[config.mk]
export PLATFORM = sky130hd
export DESIGN_NAME = vt_timing
export DESIGN_NICKNAME = d
export VERILOG_FILES = /design/src/include/vt_pkg.sv /design/src/rtl/vt_timing.sv
export VERILOG_INCLUDE_DIRS = /design/src /design/src/include
export SDC_FILE = /design/constraint.sdc
export NUM_CORES = 1
export LEC_CHECK = 0
export BUFFER_PORTS_ARGS = -buffer_cell sky130_fd_sc_hd__buf_2
export CORE_UTILIZATION = 55
export DETAILED_ROUTE_END_ITERATION = 8
export GPL_ROUTABILITY_DRIVEN = 0
export HOLD_SLACK_MARGIN = 0.12
export PLACE_DENSITY = 0.73
export SLEW_MARGIN = 0
export SYNTH_ARGS = -nofsm -noshare
export SYNTH_HDL_FRONTEND = slang
export SYNTH_SLANG_ARGS = --single-unit
[constraint.sdc]
create_clock -name pclk -period 17.2 [get_ports pclk]
set_clock_uncertainty 0.2 [all_clocks]
set_input_delay 3.44 -clock pclk [delete_from_list [all_inputs] [get_ports pclk]]
set_output_delay 3.44 -clock pclk [all_outputs]
set_load 0.05 [all_outputs]
[src/include/vt_consts.svh]
// Purpose: Constants of the line and field timing generator
// Assumes: Positions are pixel clock counts from the sync tip reference
// Notes:   Index of line length table is {field_50hz, square_pixel}
`ifndef VT_CONSTS_SVH
`define VT_CONSTS_SVH
`define VT_ADDR_CTRL     12'h000
`define VT_ADDR_HSYNC1   12'h004
`define VT_ADDR_HSYNC2   12'h008
`define VT_ADDR_HCROP    12'h00C
`define VT_ADDR_VCROP    12'h010
`define VT_ADDR_STATUS   12'h014
`define VT_MASK_CTRL     32'h00000F3F
`define VT_MASK_PAIR     32'h07FF07FF
`define VT_MASK_VCROP    32'h03FF03FF
`define VT_RST_VCROP     32'h01060015
`define VT_LEN_60C       11'h6B4
`define VT_LEN_60S       11'h618
`define VT_LEN_50C       11'h6C0
`define VT_LEN_50S       11'h760
`define VT_SYG           11'h048
`define VT_CBG_60C       11'h0DE
`define VT_CBG_60S       11'h0CC
`define VT_CBG_50C       11'h0EA
`define VT_CBG_50S       11'h0FE
`define VT_WB_60C_S      11'h09F
`define VT_WB_60C_E      11'h0FE
`define VT_WB_60S_S      11'h093
`define VT_WB_60S_E      11'h0E9
`define VT_WB_50C_S      11'h0AD
`define VT_WB_50C_E      11'h0FE
`define VT_WB_50S_S      11'h0BA
`define VT_WB_50S_E      11'h115
`define VT_FH_60C_A      11'h028
`define VT_FH_60C_B      11'h384
`define VT_FH_OTH_A      11'h02A
`define VT_FH_60S_B      11'h336
`define VT_FH_50C_B      11'h38A
`define VT_FH_50S_B      11'h3DA
`define VT_HS_START      11'h018
`define VT_HAV_60C_S     11'h125
`define VT_HAV_60C_E     11'h011
`define VT_HAV_60S_S     11'h114
`define VT_HAV_60S_E     11'h000
`define VT_HAV_50C_S     11'h141
`define VT_HAV_50C_E     11'h021
`define VT_HAV_50S_S     11'h165
`define VT_HAV_50S_E     11'h001
`define VT_HOLD_LINE     10'h104
`define VT_VBLANK_END    10'h015
`define VT_VS_HALVES     4'h6
`define VT_VS_FILT       3'h4
`endif

[src/include/vt_pkg.sv]
// Purpose: Types of the line and field timing generator
// Assumes: Included before the timing module
// Notes:   Vertical sync states are one-hot
package vt_pkg;
  typedef logic [10:0] vt_pos_t;
  typedef enum logic [2:0] {
    VT_VS_IDLE   = 3'b001,
    VT_VS_ARM    = 3'b010,
    VT_VS_ACTIVE = 3'b100
  } vt_vs_state_e;
endpackage

[src/rtl/vt_timing.sv]
// Purpose: Horizontal and vertical timing with field identification, APB registers
// Assumes: pclk is the line-locked pixel clock; tracker inputs are asynchronous
// Notes:   Timing outputs are registered, one clock after the counter position
// Notes on behaviour
// - 60 Hz lines wrap 1716 or 1560
// - 50 Hz lines wrap 1728 or 1888
// - Sync gate single pulse at 72
// - Burst gate single pulse per mode position
// - Wide burst window spans per mode
// - Two single pulses per line
// - Crop window polarity and edges programmable
// - Crop offsets add to default edges
// - Select zero: filtered lead, half-line trail
// - Select one: aligned lead, line-start trail
// - Shorten bit ends sync one line early
// - Vertical window from start/stop line registers
// - Odd flag on fields one, three (five, seven)
// - Odd flag follows chosen sync edge
// - Burst phase compare against threshold, polarity
// - Burst phase per line, line 260 held
// - Axis inversion in PAL at burst
// - Axis inversion line 260 held in blanking
// - Hsync offsets add to default edges
// - Line length is mode factor of line rate
`timescale 1ns/1ns
`include "vt_consts.svh"

module vt_timing
  import vt_pkg::*;
(
  input  wire logic        pclk,
  input  wire logic        presetn,
  input  wire logic        psel,
  input  wire logic        penable,
  input  wire logic        pwrite,
  input  wire logic [11:0] paddr,
  input  wire logic [31:0] pwdata,
  output logic      [31:0] prdata,
  output logic             pready,
  output logic             pslverr,
  input  wire logic        hsync_tip_in,
  input  wire logic        vsync_detect_in,
  input  wire logic [3:0]  burst_phase_in,
  input  wire logic        v_axis_in,
  output logic             sync_gate_pulse,
  output logic             burst_gate_pulse,
  output logic             wide_burst_window,
  output logic             twice_per_line_pulse,
  output logic             primary_hsync,
  output logic             secondary_hsync,
  output logic             horizontal_active_window,
  output logic             vertical_sync,
  output logic             vertical_active_window,
  output logic             odd_field,
  output logic             burst_phase_compare,
  output logic             pal_axis_invert
);

  // Default plus offset, folded back into the line
  function automatic vt_pos_t wrap_add(vt_pos_t base, vt_pos_t off, vt_pos_t len);
    logic [11:0] s;
    s = {1'b0, base} + {1'b0, off};
    if (s >= {1'b0, len}) begin
      s = s - {1'b0, len};
    end
    if (s >= {1'b0, len}) begin
      s = s - {1'b0, len};
    end
    return s[10:0];
  endfunction

  // Inclusive window that may straddle the line wrap
  function automatic logic in_win(vt_pos_t h, vt_pos_t s, vt_pos_t e);
    return (s <= e) ? (h >= s && h <= e) : (h >= s || h <= e);
  endfunction

  // Registers
  logic [31:0]  ctrl;
  logic [31:0]  hsync1;
  logic [31:0]  hsync2;
  logic [31:0]  hcrop;
  logic [31:0]  vcrop;
  logic [31:0]  next_ctrl;
  logic [31:0]  next_hsync1;
  logic [31:0]  next_hsync2;
  logic [31:0]  next_hcrop;
  logic [31:0]  next_vcrop;
  logic [31:0]  next_prdata;
  logic         next_pready;
  logic         next_pslverr;
  logic         wr_go;
  logic [1:0]   mode;
  logic         pal;
  logic         align;
  logic         shorten;
  logic         hav_pol;
  logic [3:0]   thr;

  // Synchronisers, a third stage only for edge detection
  logic         tip_s1, tip_s2, tip_s3;
  logic         det_s1, det_s2;
  logic [3:0]   bp_s1, bp_s2;
  logic         ax_s1, ax_s2;
  logic         tip_rise;

  // Horizontal state
  vt_pos_t      hcount;
  vt_pos_t      next_hcount;
  vt_pos_t      len_cur, cbg_cur, wb_s, wb_e, fh_a, fh_b, hav_s, hav_e;
  logic         next_syg, next_cbg, next_wb, next_fh, next_hs1, next_hs2, next_hav;
  logic         line_start;
  logic         half_pt;

  // Vertical state
  vt_vs_state_e vs_state, next_vs_state;
  logic [9:0]   line_cnt, next_line_cnt;
  logic [3:0]   half_cnt, next_half_cnt;
  logic [2:0]   field, next_field;
  logic [2:0]   filt, next_filt;
  logic         next_vs, next_odd, next_vav, next_bp, next_pid;
  logic         det_fire;
  logic         half_evt;
  logic         vs_end;
  logic         capture;
  logic [3:0]   vs_target;

  assign mode    = ctrl[1:0];
  assign pal     = ctrl[2];
  assign align   = ctrl[3];
  assign shorten = ctrl[4];
  assign hav_pol = ctrl[5];
  assign thr     = ctrl[11:8];
  assign wr_go   = psel & penable & pready & pwrite;

  // APB slave: no wait state, answer registered from the setup phase
  always_comb begin
    next_ctrl    = ctrl;
    next_hsync1  = hsync1;
    next_hsync2  = hsync2;
    next_hcrop   = hcrop;
    next_vcrop   = vcrop;
    next_pready  = psel & ~penable;
    next_pslverr = 1'b0;
    next_prdata  = 32'h00000000;
    if (wr_go) begin
      unique case (paddr)
        `VT_ADDR_CTRL:   next_ctrl   = pwdata & `VT_MASK_CTRL;
        `VT_ADDR_HSYNC1: next_hsync1 = pwdata & `VT_MASK_PAIR;
        `VT_ADDR_HSYNC2: next_hsync2 = pwdata & `VT_MASK_PAIR;
        `VT_ADDR_HCROP:  next_hcrop  = pwdata & `VT_MASK_PAIR;
        `VT_ADDR_VCROP:  next_vcrop  = pwdata & `VT_MASK_VCROP;
        default:         next_ctrl   = ctrl;
      endcase
    end
    if (psel & ~penable) begin
      unique case (paddr)
        `VT_ADDR_CTRL:   next_prdata = ctrl;
        `VT_ADDR_HSYNC1: next_prdata = hsync1;
        `VT_ADDR_HSYNC2: next_prdata = hsync2;
        `VT_ADDR_HCROP:  next_prdata = hcrop;
        `VT_ADDR_VCROP:  next_prdata = vcrop;
        `VT_ADDR_STATUS: next_prdata = {odd_field, vertical_sync, 1'b0, field,
                                        line_cnt, 5'h00, hcount};
        default:         next_pslverr = 1'b1;
      endcase
    end
  end

  // Register file and bus answer flops
  always_ff @(posedge pclk or negedge presetn) begin
    if (!presetn) begin
      ctrl    <= 32'h00000000;
      hsync1  <= 32'h00000000;
      hsync2  <= 32'h00000000;
      hcrop   <= 32'h00000000;
      vcrop   <= `VT_RST_VCROP;
      prdata  <= 32'h00000000;
      pready  <= 1'b0;
      pslverr <= 1'b0;
    end else begin
      ctrl    <= next_ctrl;
      hsync1  <= next_hsync1;
      hsync2  <= next_hsync2;
      hcrop   <= next_hcrop;
      vcrop   <= next_vcrop;
      prdata  <= next_prdata;
      pready  <= next_pready;
      pslverr <= next_pslverr;
    end
  end

  // Pin synchronisers; the second stage feeds logic, the third only the sync tip edge detect
  always_ff @(posedge pclk or negedge presetn) begin
    if (!presetn) begin
      tip_s1 <= 1'b0;
      tip_s2 <= 1'b0;
      tip_s3 <= 1'b0;
      det_s1 <= 1'b0;
      det_s2 <= 1'b0;
      bp_s1  <= 4'h0;
      bp_s2  <= 4'h0;
      ax_s1  <= 1'b0;
      ax_s2  <= 1'b0;
    end else begin
      tip_s1 <= hsync_tip_in;
      tip_s2 <= tip_s1;
      tip_s3 <= tip_s2;
      det_s1 <= vsync_detect_in;
      det_s2 <= det_s1;
      bp_s1  <= burst_phase_in;
      bp_s2  <= bp_s1;
      ax_s1  <= v_axis_in;
      ax_s2  <= ax_s1;
    end
  end
  assign tip_rise = tip_s2 & ~tip_s3;

  // Per-mode default edges
  // line length factor
  always_comb begin
    unique case (mode)
      2'h0: begin
        len_cur = `VT_LEN_60C; cbg_cur = `VT_CBG_60C;
        wb_s = `VT_WB_60C_S; wb_e = `VT_WB_60C_E; fh_a = `VT_FH_60C_A; fh_b = `VT_FH_60C_B;
        hav_s = `VT_HAV_60C_S; hav_e = `VT_HAV_60C_E;
      end
      2'h1: begin
        len_cur = `VT_LEN_60S; cbg_cur = `VT_CBG_60S;
        wb_s = `VT_WB_60S_S; wb_e = `VT_WB_60S_E; fh_a = `VT_FH_OTH_A; fh_b = `VT_FH_60S_B;
        hav_s = `VT_HAV_60S_S; hav_e = `VT_HAV_60S_E;
      end
      2'h2: begin
        len_cur = `VT_LEN_50C; cbg_cur = `VT_CBG_50C;
        wb_s = `VT_WB_50C_S; wb_e = `VT_WB_50C_E; fh_a = `VT_FH_OTH_A; fh_b = `VT_FH_50C_B;
        hav_s = `VT_HAV_50C_S; hav_e = `VT_HAV_50C_E;
      end
      2'h3: begin
        len_cur = `VT_LEN_50S; cbg_cur = `VT_CBG_50S;
        wb_s = `VT_WB_50S_S; wb_e = `VT_WB_50S_E; fh_a = `VT_FH_OTH_A; fh_b = `VT_FH_50S_B;
        hav_s = `VT_HAV_50S_S; hav_e = `VT_HAV_50S_E;
      end
    endcase
  end

  // Horizontal counter and gates; the sync tip restarts the count at zero
  always_comb begin
    line_start = tip_rise | (hcount == len_cur - 11'h001);
    half_pt    = hcount == ((len_cur >> 1) - 11'h001);
    next_hcount = line_start ? 11'h000 : hcount + 11'h001;
    next_syg = hcount == `VT_SYG;
    next_cbg = hcount == cbg_cur;
    next_wb  = in_win(hcount, wb_s, wb_e);
    next_fh  = (hcount == fh_a) | (hcount == fh_b);
    next_hs1 = in_win(hcount, wrap_add(`VT_HS_START, hsync1[10:0], len_cur),
                      wrap_add(cbg_cur, hsync1[26:16], len_cur));
    next_hs2 = in_win(hcount, wrap_add(`VT_HS_START, hsync2[10:0], len_cur),
                      wrap_add(cbg_cur, hsync2[26:16], len_cur));
    next_hav = hav_pol ^ in_win(hcount, wrap_add(hav_s, hcrop[10:0], len_cur),
                                wrap_add(hav_e, hcrop[26:16], len_cur));
  end

  always_ff @(posedge pclk or negedge presetn) begin
    if (!presetn) begin
      hcount                   <= 11'h000;
      sync_gate_pulse          <= 1'b0;
      burst_gate_pulse         <= 1'b0;
      wide_burst_window        <= 1'b0;
      twice_per_line_pulse     <= 1'b0;
      primary_hsync            <= 1'b0;
      secondary_hsync          <= 1'b0;
      horizontal_active_window <= 1'b0;
    end else begin
      hcount                   <= next_hcount;
      sync_gate_pulse          <= next_syg;
      burst_gate_pulse         <= next_cbg;
      wide_burst_window        <= next_wb;
      twice_per_line_pulse     <= next_fh;
      primary_hsync            <= next_hs1;
      secondary_hsync          <= next_hs2;
      horizontal_active_window <= next_hav;
    end
  end

  // Vertical sync, lines, field count and field identification
  always_comb begin
    next_vs_state = vs_state;
    next_line_cnt = line_cnt;
    next_half_cnt = half_cnt;
    next_field    = field;
    next_odd      = odd_field;
    next_vs       = vertical_sync;
    next_filt     = filt;
    // Low-pass on the detector: needs a run of high samples, noise restarts it
    if (!det_s2) begin
      next_filt = 3'h0;
    end else if (filt != `VT_VS_FILT) begin
      next_filt = filt + 3'h1;
    end
    det_fire  = det_s2 && (filt == `VT_VS_FILT - 3'h1);
    half_evt  = line_start | half_pt;
    vs_target = shorten ? `VT_VS_HALVES - 4'h2 : `VT_VS_HALVES;
    if (line_start && line_cnt != 10'h3FF) begin
      next_line_cnt = line_cnt + 10'h001;
    end
    vs_end = 1'b0;
    unique case (vs_state)
      VT_VS_IDLE: begin
        if (det_fire) begin
          next_vs_state = align ? VT_VS_ARM : VT_VS_ACTIVE;
          next_vs       = ~align;
        end
      end
      VT_VS_ARM: begin
        if (half_evt) begin
          next_vs_state = VT_VS_ACTIVE;
          next_vs       = 1'b1;
        end
      end
      VT_VS_ACTIVE: begin
        if (half_evt) begin
          next_half_cnt = half_cnt + 4'h1;
        end
        vs_end = (align ? line_start : half_evt) && (half_cnt + 4'h1 >= vs_target);
        if (vs_end) begin
          next_vs_state = VT_VS_IDLE;
          next_vs       = 1'b0;
        end
      end
    endcase
    // Leading edge: restart line count, advance field (modulo 4, or 8 in PAL)
    if (next_vs && !vertical_sync) begin
      next_line_cnt = 10'h001;
      next_half_cnt = 4'h0;
      next_field    = pal ? field + 3'h1 : {1'b0, field[1:0] + 2'h1};
      if (align) begin
        next_odd = ~next_field[0];
      end
    end
    if (vs_end && !align) begin
      next_odd = ~field[0];
    end
    next_vav = (line_cnt >= vcrop[9:0]) && (line_cnt <= vcrop[25:16]);
    capture  = next_cbg && ((line_cnt > `VT_VBLANK_END - 10'h001 &&
                line_cnt < `VT_HOLD_LINE) || line_cnt == `VT_HOLD_LINE);
    next_bp  = burst_phase_compare;
    next_pid = pal_axis_invert;
    if (capture) begin
      next_bp  = (bp_s2 > thr) ^ thr[3];
      next_pid = pal & ax_s2;
    end
    if (!pal) begin
      next_pid = 1'b0;
    end
  end

  always_ff @(posedge pclk or negedge presetn) begin
    if (!presetn) begin
      vs_state               <= VT_VS_IDLE;
      line_cnt               <= 10'h001;
      half_cnt               <= 4'h0;
      field                  <= 3'h0;
      filt                   <= 3'h0;
      vertical_sync          <= 1'b0;
      odd_field              <= 1'b1;
      vertical_active_window <= 1'b0;
      burst_phase_compare    <= 1'b0;
      pal_axis_invert        <= 1'b0;
    end else begin
      vs_state               <= next_vs_state;
      line_cnt               <= next_line_cnt;
      half_cnt               <= next_half_cnt;
      field                  <= next_field;
      filt                   <= next_filt;
      vertical_sync          <= next_vs;
      odd_field              <= next_odd;
      vertical_active_window <= next_vav;
      burst_phase_compare    <= next_bp;
      pal_axis_invert        <= next_pid;
    end
  end
endmodule

### Yosys cells after proc, flatten, opt, wreduce, memory -nomap -nowiden

Index checks and enable logic that the tools add are counted.

| storage, ports and cells | value |
|---|---|
| output and inout bits | 46 |
| input bits | 56 |
| register bits | 191 |

| cells by class | value |
|---|---|
| bitwise gates (word level) | 16 |
| order comparisons | 30 |
| add/sub/neg operators | 26 |
| reduce and logical (&&, ||, !) cells | 37 |
| eq/ne operators | 26 |
| multiplexer cells | 54 |

Operators with widths:

| cell | count |
|---|---|
| $pmux 11 s4 | 6 |
| $pmux 32 s6 | 1 |
| $ge 12x11->1 | 12 |
| $le 11x11->1 | 8 |
| $mux 11 | 7 |
| $mux 12 | 6 |
| $sub 12x11->12 | 6 |
| $sub 11x11->11 | 6 |
| $eq 11x11->1 | 5 |
| $add 11x11->12 | 4 |
| $ge 11x11->1 | 4 |
| $pmux 11 s3 | 1 |
| $mux 32 | 1 |
| $add 5x11->12 const A | 2 |
| $eq 12x4->1 const B | 2 |
| $eq 12x5->1 const B | 2 |
| $pmux 11 s2 | 1 |
| $mux 3 | 7 |
| $mux 10 | 2 |
| $mux 1 | 16 |
| $reduce_and 2->1 | 7 |
| $eq 12x3->1 const B | 1 |
| $logic_and 1x1->1 | 12 |
| $logic_not 12->1 | 1 |
| 40 further kinds | 69 |

### Logic depth before layout (Yosys ltp)

| logic depth | value |
|---|---|
| word-level depth | 13 |
| gate-level depth with buffers | 47 |
| mapped depth without buffers | 44 |

### Least setup slack after synthesis

OpenSTA, ideal clock, no wires.

| timing path | value |
|---|---|
| kind | register -> register |
| start | register ctrl[0] |
| end | register horizontal_active_window |
| arrival time | 9028 ps |
| path slack | 7849 ps |
| required time | 16877 ps |
| library setup time | 123 ps |
| stages on the path, launching flop included | 45 |
| path through | dfrtp_1 > ha_1 > clkbuf_2 > inv_1 > clkbuf_1 > ha_1 > a31oi_1 > or4b_2 > a21oi_1 > a21oi_1 > o21a_1 > ha_1 > or3_1 > o21ai_0 > o41a_1 > o21ai_0 > a22oi_1 > o21ai_2 > [... 9 more ...] > nand2_1 > o31a_1 > buf_2 > mux2_2 > ha_1 > o21ai_0 > nand2b_1 > a21oi_1 > nor2b_1 > o21ai_0 > a21boi_0 > o21a_1 > o21ai_0 > nand2b_1 > a21o_2 > a21o_2 > maj3_2 > xor2_1 |

| between the ends | value |
|---|---|
| word-level cells in the longest chain between the ends | 11 |
| elaborated cells between the ends (all ways) | 28 |
| classes of those cells | add/sub (6); order compare (7); eq/ne (3); mux (8); bitwise (1); reduce/logical (3) |

RTL lines:

| element | line | source |
|---|---|---|
| from (decl) | vt_timing.sv:78 | `logic [31:0] ctrl;` |
| from (signal assigned) | vt_timing.sv:181 | `ctrl <= next_ctrl;` |
| $eq 2x2->1 (tied with other cells) | vt_timing.sv:221 | `unique case (mode)` |
| $pmux 11 s4 | vt_timing.sv:221 |  |
| $add 11x11->12 | vt_timing.sv:62 | `s = {1'b0, base} + {1'b0, off};` |
| $sub 12x11->12 or $ge 12x11->1 (tied branches) | vt_timing.sv:64, vt_timing.sv:63 |  |
| $mux 12 | vt_timing.sv:63 | `if (s >= {1'b0, len}) begin` |
| $sub 11x11->11 or $ge 12x11->1 (tied branches) | vt_timing.sv:67, vt_timing.sv:66 |  |
| $mux 11 | vt_timing.sv:66 | `if (s >= {1'b0, len}) begin` |
| $ge 11x11->1 or $le 11x11->1 (tied branches) | vt_timing.sv:74 | `return (s <= e) ? (h >= s && h <= e) : (h >= s \|\| h <= e);` |
| $logic_or 1x1->1 or $logic_and 1x1->1 (tied branches) | vt_timing.sv:74 |  |
| $mux 1 * | vt_timing.sv:74 |  |
| $xor 1x1->1 * | vt_timing.sv:258 | `next_hav = hav_pol ^ in_win(hcount, wrap_add(hav_s, hcrop[10:0], len_cur),` |
| net next_hav | vt_timing.sv:110 | `logic next_syg, next_cbg, next_wb, next_fh, next_hs1, next_hs2, next_hav;` |
| to (signal assigned) | vt_timing.sv:280 | `horizontal_active_window <= next_hav;` |
| to (decl) | vt_timing.sv:51 | `output logic horizontal_active_window,` |

The timed path passes the listed nets; every way through them passes the cells marked *. The select of a mux whose other input is x is not followed.
A chain may end at the register's enable or synchronous reset.

### Final worst setup path

Same ends and word-level chain as after synthesis.

==> flow_summary.yaml <==
outcome:
  outcome: "finished, final reports clean"
grt:
  met1_usage_pct: 42.9
  grt_pass1_vias: 15900
  grt_start_max_net_pins: 123
  grt_pass1_wl_mm: 86.3
  top_usage_layer: "met2"
  grt.overflow.total: 0
  use_met2_pct: 54.7
  grt_antenna_before_repair: 1
  grt_use_met3_pct: 5.93
  groute.usage.overall_pct: 33.2
pwr:
  power.density_nw_per_um2: 60.5
  power_mw: 1.20
  ir_drop_mv: 0.0890
  p_leak_nw: 9.46
synthesis:
  synthesis.area_sq_um: 18300
  ys_seq_area_share_pct: 25.5
  syn_inst: 2100
  syn_area_per_cell_sq_um: 8.72
  synthTopCellsByCount: "ha_1 (247), dfrtp_1 (177), nand2_1 (170)"
  yosys_warnings: 0
  synth_edf_count: 0
  post-synth-top-count-cell: "ha_1"
  synth_seq_cells: 186
  yosys.area.top_type: "dfrtp_1"
  ys_top_cells_by_area: "dfrtp_1 (24%), ha_1 (17%), mux2_2 (7.4%)"
  yosysUniqueCellTypes: 97
  synth_top_area_share_pct: 24.2
  ys_async_sr_fraction_pct: 100
  dominantRegCellSynth: "dfrtp_1"
hold_path:
  hp-class: "flop to flop"
  holdCritStartpoint: "bp_s1[3]$_DFF_PN0_"
  worstHoldEndpoint: "bp_s2[3]$_DFF_PN0_"
  whs_path_depth: 0
layout:
  num-fill-cells: 2838
  area_delta_synth_final_pct: 8.13
  drive_gt1_share_pct: 14.7
  fin_area_sq_um: 19800
  final_nets: 2473
  final_cells: 2618
routing:
  via_count: 16400
  ant_nets: 0
  drt-total-wl_mm: 54.7
  wl_per_cell_um: 20.9
  drc: 0
  drt-initial-drc-count: 1455
  routed_via_density: 6.27
  drt-pass1-iter-count: 6
place:
  dp_hpwl_mm: 40.6
  io_buffers: 87
  dp_cells: 2585
  place_ws_ps: 6860
  placed_cell_area_sq_um: 19200
sta:
  max_freq_mhz: 96.0
  maxSlewViolCount: 0
  setup_violations: 0
  fin_setup_tns_ps: 0
  finalCritPeriodShare_pct: 60.5
  finalWorstSetupSlack_ps: 6790
  slew_headroom_pct: 16.4
  finalHoldViolCount: 0
  period_minus_slack_ps: 10410
  worst_slew_pin_slew_ps: 1240
  rsz0062_at_grt: "false"
die:
  die_w_um: 184
  start_util_pct: 56.1
  coreArea_sq_um: 32600
  io_pins: 102
  die_h_um: 184
  row_count: 66
  dieArea_sq_um: 34000
clock_tree:
  clock_path_buffers: 2
  ctsResizeCount: 0
  cts_tree: "done"
  clk_pin_slew_ps: 100
  htree_levels: 4
  holdBufCountCts: 0
  clock_latency_ps: 480
  cts_root_buffer: "clkbuf_16"
  postCtsSetupBuffers: 0
  clock_sinks: 186
  cts_buffers: 17
critical_path:
  setup.worst_path.end_class: "flop"
  ff2ff_path_depth: 42
  critPathMaxStageDelay_ps: 640
  worstSetupPathType: "flop to flop"
  path_buf_inv: 2
  critPathLaunchType: "flop"
  critical-path-top-delay-family: "compound AO/OA/AOI/OAI gates"
  crit_path_max_fanout: 12
  r2r_end: "horizontal_active_window$_DFF_PN0_"
  cp.required_ps: 17370
  cp_common_cell: "o21ai_0"
  reg2reg_from: "ctrl[0]$_DFFE_PN0P_"
  cp.arrival_ps: 10590
  critical_path.slowest_cell: "or4b_2"
  reg2reg_setup_slack_ps: 6790
flow_run:
  drv_cap: 0
## flip-flops by register name (all words and copies together) (netlist names), 3 cells and up
signal    count
vs_state      3
bp_s2         4
hcount       11
hsync2       22
line_cnt     10
prdata       27
filt          3
ctrl         10
hcrop        22
half_cnt      4
bp_s1         4
field         3
vcrop        20
hsync1       22
## worst reg2reg max path, delay by kind of cell (launching register included)
kind	cells	cell delay (ps)
and+or+nand+nor	9	1640
AOI/OAI and AO/OA	21	4060
buffers and inverters	2	600
DFF	1	610
muxes	2	680
xor gates and xnor gates	1	140
adders and majority gates	7	2400
## layout by cell type (no fill, tap or decap), types with 9 or more instances in the layout
master	instances
xor2_1	45
dfrtp_1	177
buf_2	86
nand2b_1	43
and2_1	13
clkbuf_16	17
a22oi_1	17
o21ai_0	126
nor4_1	10
mux2i_1	38
nor2_1	148
and3_1	15
a31oi_1	20
ha_1	247
a221oi_1	9
nor3_1	32
xnor2_1	97
nor2b_1	42
a21oi_1	119
or3_1	15
dfstp_2	9
buf_4	30
nand4_1	32
a21o_1	56
a21boi_0	9
a211oi_1	11
o211ai_1	10
o21bai_1	14
nand3_1	43
o21a_1	23
o31ai_1	9
o22ai_1	20
inv_1	145
nand2_1	170
mux2_2	120
## cell type report
cell class / instances / area, sq um / area share (%)
inverters: 145 / 544 / 2.75
clock inverters: 14 / 176 / 0.891
clock buffers: 18 / 429 / 2.17
well taps: 442 / 553 / 2.79
multi-input cells: 1695 / 12800 / 64.4
diodes: 1 / 2.50 / 0.0126
repair buffers: 117 / 669 / 3.38
flip-flops and latches: 186 / 4670 / 23.6
## per-stage QoR
step           hold slack (ps)  utilization [%]
3_3_place_gp               133             58.8
3_5_place_dp               137             58.8
5_1_grt                    154             60.7
4_1_cts                    152             60.7
6_report                   149             60.7
2_1_floorplan              131                -
## kinds of logic after synthesis
| group | count (synthesis) | share of synthesized area, % |
|---|---|---|
| buf+inv | 223 | 5.00 |
| compound gates | 523 | 18.8 |
| xor+xnor | 143 | 6.92 |
| other cells | 1 | 0.0205 |
| flops | 186 | 25.5 |
| simple gates | 603 | 16.1 |
| mux | 160 | 9.62 |
| fa+ha+maj | 261 | 18.1 |
## where the power goes
| group | internal [mW] | total (mW) | switching, mW |
|---|---|---|---|
| clock | 0.210 | 0.422 | 0.213 |
| combinational | 0.109 | 0.279 | 0.170 |
| sequential | 0.463 | 0.496 | 0.0328 |
## worst max-delay path by stage
| stage | startpoint | to | slack (ps) | depth (start not counted) |
|---|---|---|---|---|
| 2_1_floorplan | ctrl[0]$_DFFE_PN0P_ | horizontal_active_window$_DFF_PN0_ | 7850 | 44 |
| 3_3_place_gp | ctrl[0]$_DFFE_PN0P_ | horizontal_active_window$_DFF_PN0_ | 7050 | 41 |
| 3_5_place_dp | ctrl[0]$_DFFE_PN0P_ | horizontal_active_window$_DFF_PN0_ | 6860 | 41 |
| 4_1_cts | ctrl[0]$_DFFE_PN0P_ | horizontal_active_window$_DFF_PN0_ | 6830 | 41 |
| 5_1_grt | ctrl[0]$_DFFE_PN0P_ | horizontal_active_window$_DFF_PN0_ | 6030 | 41 |
| 6_report | ctrl[0]$_DFFE_PN0P_ | horizontal_active_window$_DFF_PN0_ | 6790 | 42 |
## routing by layer
metal	wire length, um	part of all wire, %	vias to the layer above
li1	-	-	7681
met1	23100	42	7890
met2	25100	46	716
met3	4440	8.1	129
met4	2070	3.8	2
met5	9	0.016	-
No activity file was read; power rests on OpenSTA's default activity.
